===== src/serial_channel_map.vh =====
// Register offsets, field positions, reset values and timing counts of the serial channel.
// Included by every design file of the channel; definitions only.
`ifndef SERIAL_CHANNEL_MAP_VH
`define SERIAL_CHANNEL_MAP_VH
`define CH_ENABLE_OFF    6'h00
`define DATA_PORT_OFF    6'h04
`define LINE_CONTROL_OFF 6'h08
`define MODE_ZERO_OFF    6'h0C
`define LC_NINTH_BIT     7
`define LC_EVEN_BIT      6
`define LC_PAR_EN_BIT    5
`define LC_OVERRUN_BIT   4
`define LC_PAR_UND_BIT   3
`define LC_FRAMING_BIT   2
`define LC_EDGE_BIT      1
`define LC_SYNC_SRC_BIT  0
`define MZ_TX_NINTH_BIT  7
`define MZ_HANDSHAKE_BIT 6
`define MZ_RX_ENABLE_BIT 5
`define MZ_WAKE_BIT      4
`define MZ_MODE_HI       3
`define MZ_MODE_LO       2
`define MZ_CLK_HI        1
`define MZ_CLK_LO        0
`define XFER_IO          2'h0
`define XFER_UART7       2'h1
`define XFER_UART8       2'h2
`define XFER_UART9       2'h3
`define UCLK_TIMER       2'h0
`define UCLK_BAUD        2'h1
`define UCLK_SYSTEM      2'h2
`define UCLK_EXTERNAL    2'h3
`define CH_ENABLE_RST    1'h0
`define LINE_CONTROL_RST 8'h00
`define MODE_ZERO_RST    8'h00
`define OVERSAMPLE       16
`define IO_BITS          8
`define IO_TOGGLES       5'h0F
`endif


===== src/serial_channel_buffer_control_mode.v =====
// Serial channel data port, line control and mode register zero with their shifters.
// Assumes an APB master on SYS_CLK; TIMER_OUT_CLK and BAUD_TICK are same-clock one-cycle pulses.
//
// Local design decisions: the APB slave port and the placing of the registers.
`timescale 1ns/100ps
`include "serial_channel_map.vh"
module serial_channel_buffer_control_mode #(
  parameter OS = `OVERSAMPLE
) (
  input  wire        SYS_CLK,
  input  wire        RST_N,
  input  wire        PSEL,
  input  wire        PENABLE,
  input  wire        PWRITE,
  input  wire [5:0]  PADDR,
  input  wire [31:0] PWDATA,
  output wire [31:0] PRDATA,
  output wire        PREADY,
  output wire        PSLVERR,
  input  wire        TIMER_OUT_CLK,
  input  wire        BAUD_TICK,
  input  wire        RXD,
  input  wire        SCLK_CTS_IN,
  output wire        TXD,
  output wire        SCLK_OUT,
  output wire        SCLK_OE,
  output wire        RX_EVENT
);
  // Pin synchronisers, one per input pin
  wire [1:0] pin_in = {SCLK_CTS_IN, RXD};
  wire [1:0] pin_sync;
  genvar g;
  generate
    for (g = 0; g < 2; g = g + 1) begin : gen_sync
      reg [1:0] stage_reg;
      always @(posedge SYS_CLK or negedge RST_N) begin
        if (!RST_N) begin
          stage_reg <= 2'h3;
        end else begin
          stage_reg <= {stage_reg[0], pin_in[g]};
        end
      end
      assign pin_sync[g] = stage_reg[1];
    end
  endgenerate
  wire       rxd_s  = pin_sync[0];
  wire       sclk_s = pin_sync[1];
  reg        sclk_prev_reg;
  wire       sclk_rise = sclk_s & ~sclk_prev_reg;
  wire       sclk_fall = ~sclk_s & sclk_prev_reg;

  // Register state
  reg        chan_en_reg;
  reg        even_reg;
  reg        par_en_reg;
  reg        edge_reg;
  reg        sync_src_reg;
  reg        overrun_reg;
  reg        par_und_reg;
  reg        framing_reg;
  reg        rx_ninth_reg;
  reg        tx_ninth_reg;
  reg        handshake_reg;
  reg        rx_enable_reg;
  reg        wake_reg;
  reg  [1:0] xfer_mode_reg;
  reg  [1:0] uart_clk_reg;
  reg  [7:0] tx_byte_reg;
  reg        tx_pend_reg;
  reg  [7:0] rx_byte_reg;
  reg        rx_full_reg;
  reg [31:0] prdata_reg;
  reg [31:0] prdata_next;
  reg        rx_event_reg;
  reg        io_run_reg;
  reg  [4:0] io_cnt_reg;
  reg        sclk_out_reg;

  // APB decode
  wire       setup    = PSEL & ~PENABLE;
  wire       access   = PSEL & PENABLE;
  wire       hit_en   = (PADDR == `CH_ENABLE_OFF);
  wire       hit_buf  = (PADDR == `DATA_PORT_OFF);
  wire       hit_lc   = (PADDR == `LINE_CONTROL_OFF);
  wire       hit_mz   = (PADDR == `MODE_ZERO_OFF);
  wire       mapped   = hit_en | hit_buf | hit_lc | hit_mz;
  wire       wr       = access & PWRITE;
  // Register writes other than the enable itself are dropped while disabled
  wire       wr_en    = wr & hit_en;
  wire       wr_buf   = wr & hit_buf & chan_en_reg;
  wire       wr_lc    = wr & hit_lc & chan_en_reg;
  wire       wr_mz    = wr & hit_mz & chan_en_reg;
  wire       rd_buf   = access & ~PWRITE & hit_buf & chan_en_reg;
  wire       rd_lc    = access & ~PWRITE & hit_lc & chan_en_reg;

  // Mode and clock selection
  wire       io_mode  = (xfer_mode_reg == `XFER_IO);
  wire       io_ext   = io_mode & sync_src_reg;
  wire       io_int   = io_mode & ~sync_src_reg;
  reg        src_tick;
  always @* begin
    case (uart_clk_reg)
      `UCLK_TIMER:    src_tick = TIMER_OUT_CLK;
      `UCLK_BAUD:     src_tick = BAUD_TICK;
      `UCLK_SYSTEM:   src_tick = 1'b1;
      `UCLK_EXTERNAL: src_tick = sclk_rise;
      default:        src_tick = 1'b0;
    endcase
  end
  // The UART clock field plays no part in I/O mode
  wire       os_tick   = src_tick & chan_en_reg & ~io_mode;
  // Driving the clock out always samples on its rising edge
  wire       ext_sample = chan_en_reg & io_ext & (edge_reg ? sclk_fall : sclk_rise);
  wire       ext_shift  = chan_en_reg & io_ext & (edge_reg ? sclk_rise : sclk_fall);
  wire       int_shift  = io_int & io_run_reg & BAUD_TICK & sclk_out_reg;
  wire       int_sample = io_int & io_run_reg & BAUD_TICK & ~sclk_out_reg;
  wire       io_shift   = io_ext ? ext_shift : int_shift;
  wire       io_sample  = io_ext ? ext_sample : int_sample;

  // Transmit side
  wire       tx_busy;
  // CTS is active low and only checked before a frame starts, never mid-frame
  wire       cts_ok   = io_mode | ~handshake_reg | ~sclk_s;
  wire       tx_start = chan_en_reg & tx_pend_reg & ~tx_busy & cts_ok &
                        ~(io_int & io_run_reg);
  wire       io_start = io_int & chan_en_reg & ~io_run_reg &
                        (tx_busy | (rx_enable_reg & ~rx_full_reg & ~tx_pend_reg));
  wire       underrun = ext_shift & ~tx_busy & ~tx_pend_reg & ~rx_enable_reg;

  serial_tx_engine #(
    .OS (OS)
  ) u_tx (
    .clk         (SYS_CLK),
    .rst_n       (RST_N),
    .start       (tx_start),
    .io_mode     (io_mode),
    .os_tick     (os_tick),
    .io_shift    (io_shift),
    .mode        (xfer_mode_reg),
    .parity_en   (par_en_reg),
    .parity_even (even_reg),
    .data        (tx_byte_reg),
    .ninth       (tx_ninth_reg),
    .busy        (tx_busy),
    .txd         (TXD)
  );

  // Receive side
  wire       rx_done;
  wire [7:0] rx_data;
  wire       rx_ninth;
  wire       rx_parity_underrun_flag;
  wire       rx_framing_flag;
  serial_rx_engine #(
    .OS (OS)
  ) u_rx (
    .clk         (SYS_CLK),
    .rst_n       (RST_N),
    .enable      (chan_en_reg & rx_enable_reg),
    .io_mode     (io_mode),
    .os_tick     (os_tick),
    .io_sample   (io_sample),
    .rxd         (rxd_s),
    .mode        (xfer_mode_reg),
    .parity_en   (par_en_reg),
    .parity_even (even_reg),
    .done        (rx_done),
    .data        (rx_data),
    .ninth       (rx_ninth),
    .parity_underrun_flag        (rx_parity_underrun_flag),
    .framing_flag        (rx_framing_flag)
  );
  // A byte that finds the buffer still unread is dropped and flagged
  wire       rx_accept  = rx_done & (~rx_full_reg | rd_buf);
  wire       overrun_set = rx_done & rx_full_reg & ~rd_buf;
  wire       wake_block = wake_reg & (xfer_mode_reg == `XFER_UART9) & ~rx_ninth;

  // Read data is captured in the setup phase so the clear acts only on what was seen
  always @* begin
    prdata_next = 32'h00000000;
    case (PADDR)
      `CH_ENABLE_OFF: prdata_next[0] = chan_en_reg;
      `DATA_PORT_OFF: prdata_next[7:0] = rx_byte_reg;
      `LINE_CONTROL_OFF: prdata_next[7:0] = {rx_ninth_reg, even_reg, par_en_reg,
                                             overrun_reg, par_und_reg, framing_reg,
                                             edge_reg, sync_src_reg};
      `MODE_ZERO_OFF: prdata_next[7:0] = {tx_ninth_reg, handshake_reg, rx_enable_reg,
                                          wake_reg, xfer_mode_reg, uart_clk_reg};
      default: prdata_next = 32'h00000000;
    endcase
  end

  always @(posedge SYS_CLK or negedge RST_N) begin
    if (!RST_N) begin
      sclk_prev_reg <= 1'b1;
      chan_en_reg   <= `CH_ENABLE_RST;
      {rx_ninth_reg, even_reg, par_en_reg, overrun_reg, par_und_reg, framing_reg,
       edge_reg, sync_src_reg} <= `LINE_CONTROL_RST;
      {tx_ninth_reg, handshake_reg, rx_enable_reg, wake_reg, xfer_mode_reg,
       uart_clk_reg} <= `MODE_ZERO_RST;
      tx_byte_reg   <= 8'h00;
      tx_pend_reg   <= 1'b0;
      rx_byte_reg   <= 8'h00;
      rx_full_reg   <= 1'b0;
      prdata_reg    <= 32'h00000000;
      rx_event_reg  <= 1'b0;
      io_run_reg    <= 1'b0;
      io_cnt_reg    <= 5'h00;
      sclk_out_reg  <= 1'b1;
    end else begin
      sclk_prev_reg <= sclk_s;
      if (setup && !PWRITE) prdata_reg <= prdata_next;
      if (wr_en) chan_en_reg <= PWDATA[0];
      if (wr_lc) begin
        even_reg     <= PWDATA[`LC_EVEN_BIT];
        par_en_reg   <= PWDATA[`LC_PAR_EN_BIT];
        edge_reg     <= PWDATA[`LC_EDGE_BIT];
        sync_src_reg <= PWDATA[`LC_SYNC_SRC_BIT];
      end
      if (wr_mz) begin
        tx_ninth_reg  <= PWDATA[`MZ_TX_NINTH_BIT];
        handshake_reg <= PWDATA[`MZ_HANDSHAKE_BIT];
        rx_enable_reg <= PWDATA[`MZ_RX_ENABLE_BIT];
        wake_reg      <= PWDATA[`MZ_WAKE_BIT];
        xfer_mode_reg <= PWDATA[`MZ_MODE_HI:`MZ_MODE_LO];
        uart_clk_reg  <= PWDATA[`MZ_CLK_HI:`MZ_CLK_LO];
      end
      // Error flags: a new event wins over the clear of the same cycle
      overrun_reg <= (overrun_reg & ~(rd_lc & prdata_reg[`LC_OVERRUN_BIT])) | overrun_set;
      par_und_reg <= (par_und_reg & ~(rd_lc & prdata_reg[`LC_PAR_UND_BIT])) |
                     (rx_done & rx_parity_underrun_flag) | underrun;
      framing_reg <= (framing_reg & ~(rd_lc & prdata_reg[`LC_FRAMING_BIT])) |
                     (rx_done & rx_framing_flag);
      // A second write before the byte left overwrites the pending one
      if (wr_buf) tx_byte_reg <= PWDATA[7:0];
      tx_pend_reg <= (tx_pend_reg & ~tx_start) | wr_buf;
      if (rx_accept) begin
        rx_byte_reg  <= rx_data;
        rx_ninth_reg <= rx_ninth;
      end
      rx_full_reg  <= (rx_full_reg & ~rd_buf) | rx_accept;
      rx_event_reg <= rx_accept & ~wake_block;
      // Generated I/O clock: sixteen toggles per byte, idle high
      if (io_start) begin
        io_run_reg <= 1'b1;
        io_cnt_reg <= 5'h00;
      end else if (!io_int || !chan_en_reg) begin
        io_run_reg   <= 1'b0;
        sclk_out_reg <= 1'b1;
      end else if (io_run_reg && BAUD_TICK) begin
        sclk_out_reg <= ~sclk_out_reg;
        io_cnt_reg   <= io_cnt_reg + 5'h01;
        if (io_cnt_reg == `IO_TOGGLES) io_run_reg <= 1'b0;
      end
    end
  end

  assign PRDATA   = prdata_reg;
  assign PREADY   = 1'b1;
  assign PSLVERR  = access & ~mapped;
  assign SCLK_OUT = sclk_out_reg;
  assign SCLK_OE  = io_int & chan_en_reg;
  assign RX_EVENT = rx_event_reg;
endmodule


===== src/serial_rx_engine.v =====
// Receive shifter: UART frames sampled mid-bit on the oversampling tick, or LSB-first I/O bits.
// Assumes rxd is already synchronised; enable low aborts any partial frame.
`timescale 1ns/100ps
`include "serial_channel_map.vh"
module serial_rx_engine #(
  parameter OS = `OVERSAMPLE
) (
  input  wire       clk,
  input  wire       rst_n,
  input  wire       enable,
  input  wire       io_mode,
  input  wire       os_tick,
  input  wire       io_sample,
  input  wire       rxd,
  input  wire [1:0] mode,
  input  wire       parity_en,
  input  wire       parity_even,
  output reg        done,
  output reg  [7:0] data,
  output reg        ninth,
  output reg        parity_underrun_flag,
  output reg        framing_flag
);
  reg  [10:0] sr_reg;
  reg  [3:0]  cnt_reg;
  reg  [3:0]  os_reg;
  reg         hunt_reg;
  reg         busy_reg;
  wire [3:0]  nbits = io_mode ? 4'h8 : (mode == `XFER_UART7) ? (parity_en ? 4'h9 : 4'h8) :
                      (mode == `XFER_UART8 && !parity_en) ? 4'h9 : 4'hA;
  wire [10:0] word = {rxd, sr_reg[10:1]} >> (4'hB - nbits);
  wire        last = (cnt_reg == nbits - 4'h1);
  wire        take = io_mode ? (busy_reg & io_sample) :
                     (busy_reg & !hunt_reg & os_tick & (os_reg == OS - 1));
  always @(posedge clk or negedge rst_n) begin
    if (!rst_n) begin
      sr_reg <= 11'h000; cnt_reg <= 4'h0; os_reg <= 4'h0;
      hunt_reg <= 1'b0; busy_reg <= 1'b0;
      done <= 1'b0; data <= 8'h00; ninth <= 1'b0; parity_underrun_flag <= 1'b0; framing_flag <= 1'b0;
    end else begin
      done <= 1'b0;
      if (!enable) begin
        busy_reg <= 1'b0;
      end else if (!busy_reg) begin
        cnt_reg <= 4'h0;
        os_reg  <= 4'h0;
        if (io_mode || (os_tick && !rxd)) begin
          busy_reg <= 1'b1;
          hunt_reg <= !io_mode;
        end
      end else if (hunt_reg) begin
        if (os_tick) os_reg <= os_reg + 4'h1;
        // A start bit that is high again at mid-bit was a glitch
        if (os_tick && os_reg == OS / 2 - 1) begin
          hunt_reg <= 1'b0;
          busy_reg <= !rxd;
          os_reg   <= 4'h0;
        end
      end else begin
        if (os_tick) os_reg <= (os_reg == OS - 1) ? 4'h0 : os_reg + 4'h1;
        if (take) begin
          sr_reg  <= {rxd, sr_reg[10:1]};
          cnt_reg <= cnt_reg + 4'h1;
          if (last) begin
            busy_reg <= 1'b0;
            done     <= 1'b1;
            data     <= (mode == `XFER_UART7 && !io_mode) ? {1'b0, word[6:0]} : word[7:0];
            ninth    <= !io_mode && mode == `XFER_UART9 && word[8];
            framing_flag     <= !io_mode && !rxd;
            parity_underrun_flag     <= !io_mode && parity_en &&
                        ((mode == `XFER_UART7 && word[7] != (^word[6:0] ^ ~parity_even)) ||
                         (mode == `XFER_UART8 && word[8] != (^word[7:0] ^ ~parity_even)));
          end
        end
      end
    end
  end
endmodule


===== src/serial_tx_engine.v =====
// Transmit shifter: UART frames on the oversampling tick, or LSB-first I/O bits on shift pulses.
// Assumes ticks and pulses are one-cycle strobes from the same clock.
`timescale 1ns/100ps
`include "serial_channel_map.vh"
module serial_tx_engine #(
  parameter OS = `OVERSAMPLE
) (
  input  wire       clk,
  input  wire       rst_n,
  input  wire       start,
  input  wire       io_mode,
  input  wire       os_tick,
  input  wire       io_shift,
  input  wire [1:0] mode,
  input  wire       parity_en,
  input  wire       parity_even,
  input  wire [7:0] data,
  input  wire       ninth,
  output wire       busy,
  output wire       txd
);
  reg  [10:0] sr_reg;
  reg  [3:0]  bits_reg;
  reg  [3:0]  os_reg;
  reg         busy_reg;
  reg         txd_reg;
  reg  [10:0] frame;
  reg  [3:0]  nbits;
  wire        par7 = ^data[6:0] ^ ~parity_even;
  wire        par8 = ^data ^ ~parity_even;
  wire        bit_end = os_tick & (os_reg == OS - 1);
  always @* begin
    frame = 11'h7FF;
    nbits = 4'h0;
    case (mode)
      `XFER_UART7: begin
        frame = parity_en ? {3'h7, par7, data[6:0]} : {4'hF, data[6:0]};
        nbits = parity_en ? 4'h9 : 4'h8;
      end
      `XFER_UART8: begin
        frame = parity_en ? {2'h3, par8, data} : {3'h7, data};
        nbits = parity_en ? 4'hA : 4'h9;
      end
      `XFER_UART9: begin
        frame = {2'h3, ninth, data};
        nbits = 4'hA;
      end
      default: begin
        frame = {3'h7, data};
        nbits = 4'h8;
      end
    endcase
  end
  always @(posedge clk or negedge rst_n) begin
    if (!rst_n) begin
      sr_reg   <= 11'h7FF;
      bits_reg <= 4'h0;
      os_reg   <= 4'h0;
      busy_reg <= 1'b0;
      txd_reg  <= 1'b1;
    end else if (start && !busy_reg) begin
      sr_reg   <= frame;
      bits_reg <= nbits;
      os_reg   <= 4'h0;
      busy_reg <= 1'b1;
      if (!io_mode) txd_reg <= 1'b0;
    end else if (busy_reg && io_mode) begin
      if (io_shift) begin
        txd_reg  <= sr_reg[0];
        sr_reg   <= {1'b1, sr_reg[10:1]};
        bits_reg <= bits_reg - 4'h1;
        busy_reg <= (bits_reg != 4'h1);
      end
    end else if (busy_reg) begin
      if (os_tick) os_reg <= (os_reg == OS - 1) ? 4'h0 : os_reg + 4'h1;
      if (bit_end) begin
        // The stop bit lasts a whole bit time before the shifter frees up
        if (bits_reg == 4'h0) begin
          busy_reg <= 1'b0;
        end else begin
          txd_reg  <= sr_reg[0];
          sr_reg   <= {1'b1, sr_reg[10:1]};
          bits_reg <= bits_reg - 4'h1;
        end
      end
    end
  end
  assign busy = busy_reg;
  assign txd  = txd_reg;
endmodule


===== config.mk =====
export PLATFORM = sky130hd
export DESIGN_NAME = serial_channel_buffer_control_mode
export DESIGN_NICKNAME = d
export VERILOG_FILES = /design/src/serial_channel_buffer_control_mode.v /design/src/serial_rx_engine.v /design/src/serial_tx_engine.v
export VERILOG_INCLUDE_DIRS = /design/src /design/src/src
export SDC_FILE = /design/constraint.sdc
export NUM_CORES = 1
export LEC_CHECK = 0
export BUFFER_PORTS_ARGS = -buffer_cell sky130_fd_sc_hd__clkbuf_2
export CAP_MARGIN = 20
export CORE_UTILIZATION = 57
export DETAILED_ROUTE_END_ITERATION = 6
export PLACE_DENSITY_LB_ADDON = 0.3
export SYNTH_ARGS = -nofsm -noshare
export SYNTH_HDL_FRONTEND = slang
export SYNTH_SLANG_ARGS = --single-unit

===== constraint.sdc =====
create_clock -name SYS_CLK -period 3.23 [get_ports SYS_CLK]
set_input_delay 0.323 -clock SYS_CLK [delete_from_list [all_inputs] [get_ports SYS_CLK]]
set_output_delay 0.323 -clock SYS_CLK [all_outputs]
set_load 0.02 [all_outputs]

==> results.ini <==
[power_and_ir_drop]
irDropWorstVdd_mv = 0.340
power_leakage_nw = 2.82
power.density_nw_per_um2 = 408
totalPowerFinal_w = 0.00248

[timing]
fin_skew_ps = 13.5
setup_repair_after_global_routing_missed_its_margin = false
tightest_slew_ps = 1040
number_of_max_slew_violations_in_the_final_report = 0
timing_hold_violations_final = 0
max_slew_margin_pct = 30.7
count_of_endpoints_failing_setup_in_the_final_report = 0
fin_crit_sh_pct = 86.2
finalCriticalPeriod_ps = 2780
achievable-frequency_ghz = 0.359
setup_tns_ps = 0
finalWorstSetupSlack_ps = 446
fin_hold_ws_ps = 14.5

[setup_path]
critical_path.n_buffers_inverters = 1
worst_r2r_path_depth = 8
timing.rr.start = xfer_mode_reg[0]
path_delay_family = XOR/XNOR gates
crit_path_max_fanout = 16
worst_ep_arrival_time_ps = 3040
crit_path_start_kind = register
critPathSlowestCell = dfrtp_1
worst-setup-path-type = register to register
crit_top_cell = xnor3_1
worst-r2r-setup-slack_ps = 450
crit_path_cell_trace = buf_4 > nand2_1 > a211oi_1 > a311oi_1 > xnor3_1 > xnor3_1 > mux2i_1 > mux2_2
r2r-end = u_rx.parity_underrun_flag
crit_path_end_kind = register
crit_path_max_incr_delay_ps = 470
critical_path_data_required_time_ps = 3490

[clocking]
cts_post_setup_buffers_inserted = 0
cts.sink_count = 106
clk_latency_ps = 380
clk_transition_reported_paths_ps = 110
post_cts_resize_count = 0
cts_hold_repair.buffers = 0
clock_tree.root_cell = clkbuf_8
clockBufferDepth = 2
tritoncts_clock_tree = done
tritoncts.num_buffers = 9
ctsHtreeMaxLevel = 3

[yosys]
synthMuxAreaShare_pct = 13.4
synthesis.instances = 543
synthAdderAreaFrac_pct = 1.78
synth_top_family_by_area = simple AND/OR/NAND/NOR gates
synthArstFlopShare_pct = 100
synthDominantAreaCellType = dfrtp_1
synth_area_per_cell_um2 = 10.4
synth_xor_area_share_pct = 4.37
synth_area_um2 = 5640
dominantRegCellSynth = dfrtp_1
synth_compound_gate_area_share_pct = 11.8
synth.area.top_cells = dfrtp_1, mux2_2, dfstp_2
yosysWarningCount = 0
yosys.area_share.simple_pct = 15.3
ys_seq_area_share_pct = 47.4
synthDistinctLibCells = 64
synth.ff_latch_count = 106
post-synth-top-area-fraction_pct = 40.0
synth_edf_count = 0

[detailed_routing]
final_antenna_net_count = 0
drt_wl_total_um = 11900
drt-pass1-iter-count = 5
vias = 4113
avgRoutedWirePerCell_um = 16.7
drt_iter0_drc = 207
drc_violations_left = 0
drt-vias-per-instance = 5.78

[die]
design.die.area_um2 = 10300
std_cell_core_area_um2 = 9420
initial_core_util_pct = 59.9
rows = 35
io_pins = 85
fp.dieH_um = 101
fp.dieW_um = 101

[layout]
diodes = 0
commonest_non_fill_non_tap_cell_in_the_layout = dfrtp_1
layout_cell_share_with_drive_strength_beyond_1_pct = 23.3
finalNetCount = 633
layout_common_cells = dfrtp_1, nand2_1, mux2_2
flow.area_growth_from_synthesis_pct = 7.79

[grt]
first_global_vias = 4062
grt_max_degree = 62
grtUsageTotal_pct = 25.4
first_pass_grt_wire_length_um = 19900
grt_antenna_before_repair = 0
globalRoute.totalOverflow = 0

[run_status]
outcome = complete, no violations

[placement]
place.gp.congestion = 0.844
dp.final_hpwl_um = 8760
port_buffers = 35
detailedPlace.worstSlack_ps = 506

[min_path]
hold_path.startpoint = SCLK_CTS_IN
timing.hold.worst_endpoint = gen_sync[1].stage_reg[0]
whs_path_depth = 1
worstHoldPathType = primary input to register

[job]
max_cap_violations = 0

kinds of logic after synthesis:
family,count (synthesis)
buffers and inverters,59
adder cells (fa/ha/maj),8
flip-flops,106
multiplexers,69
other,2
AND/OR/NAND/NOR,175
XOR/XNOR,25
AO/OA/AOI/OAI,99
through the flow:
step / area, um2 / instances / util (%)
4_1_cts: 6070 / 712 / 64.5
3_3_place_gp: 5880 / 696 / 62.5
3_5_place_dp: 5880 / 696 / 62.5
6_report: 6070 / 712 / 64.5
5_1_grt: 6070 / 712 / 64.5
2_1_floorplan: 5720 / 566 / -
Yosys cell counts, types with 4 or more instances:
library cell,n
nand3_1,13
ha_1,8
nand3b_1,4
o21ai_0,28
or3_1,6
inv_1,12
clkbuf_1,14
nand2_1,62
buf_4,25
xnor2_1,13
xor2_1,10
dfrtp_1,90
nor3_1,6
o31ai_1,8
nor2b_1,4
mux2i_1,26
and3_1,6
nand4_1,4
a21oi_1,28
nor2_1,41
buf_2,4
nand2b_1,10
dfstp_2,16
a211oi_1,4
mux2_2,42
worst max-delay path by stage:
| stage | start | to | slack, ps | cells after the start |
|---|---|---|---|---|
| after floorplan | gen_sync[1].stage_reg[1] | u_rx.sr_reg[10] | 700 | 7 |
| after global placement | xfer_mode_reg[1] | u_rx.data[6] | 530 | 7 |
| after detailed placement | xfer_mode_reg[1] | u_rx.data[3] | 510 | 7 |
| after CTS | xfer_mode_reg[1] | u_rx.data[3] | 470 | 7 |
| after global routing | xfer_mode_reg[0] | u_rx.parity_underrun_flag | 300 | 8 |
| final | xfer_mode_reg[0] | u_rx.parity_underrun_flag | 450 | 8 |
area by class of cell:
cell class | instances | area [um2]
Clock inverter | 6 | 56.3
Sequential cell | 106 | 2670
Fill cell | 766 | 3340
Clock buffer | 10 | 138
Timing Repair Buffer | 48 | 275
Inverter | 12 | 45.0
Tap cell | 129 | 161
Multi-Input combinational cell | 401 | 2730
layer usage:
layer	global-route usage (%)	wire (um)	up-vias
met2	43.1	5890	142
met5	0	0	-
li1	-	-	1935
met4	7.80	174	0
met1	33.1	5160	2019
met3	5.11	649	17
power by group:
| part | internal (W) | switching [W] |
|---|---|---|
| registers | 0.00139 | 0.0000466 |
| logic | 0.0000832 | 0.000163 |
| clock network | 0.000319 | 0.000481 |
Note: power is estimated with default switching activity, not from simulation.
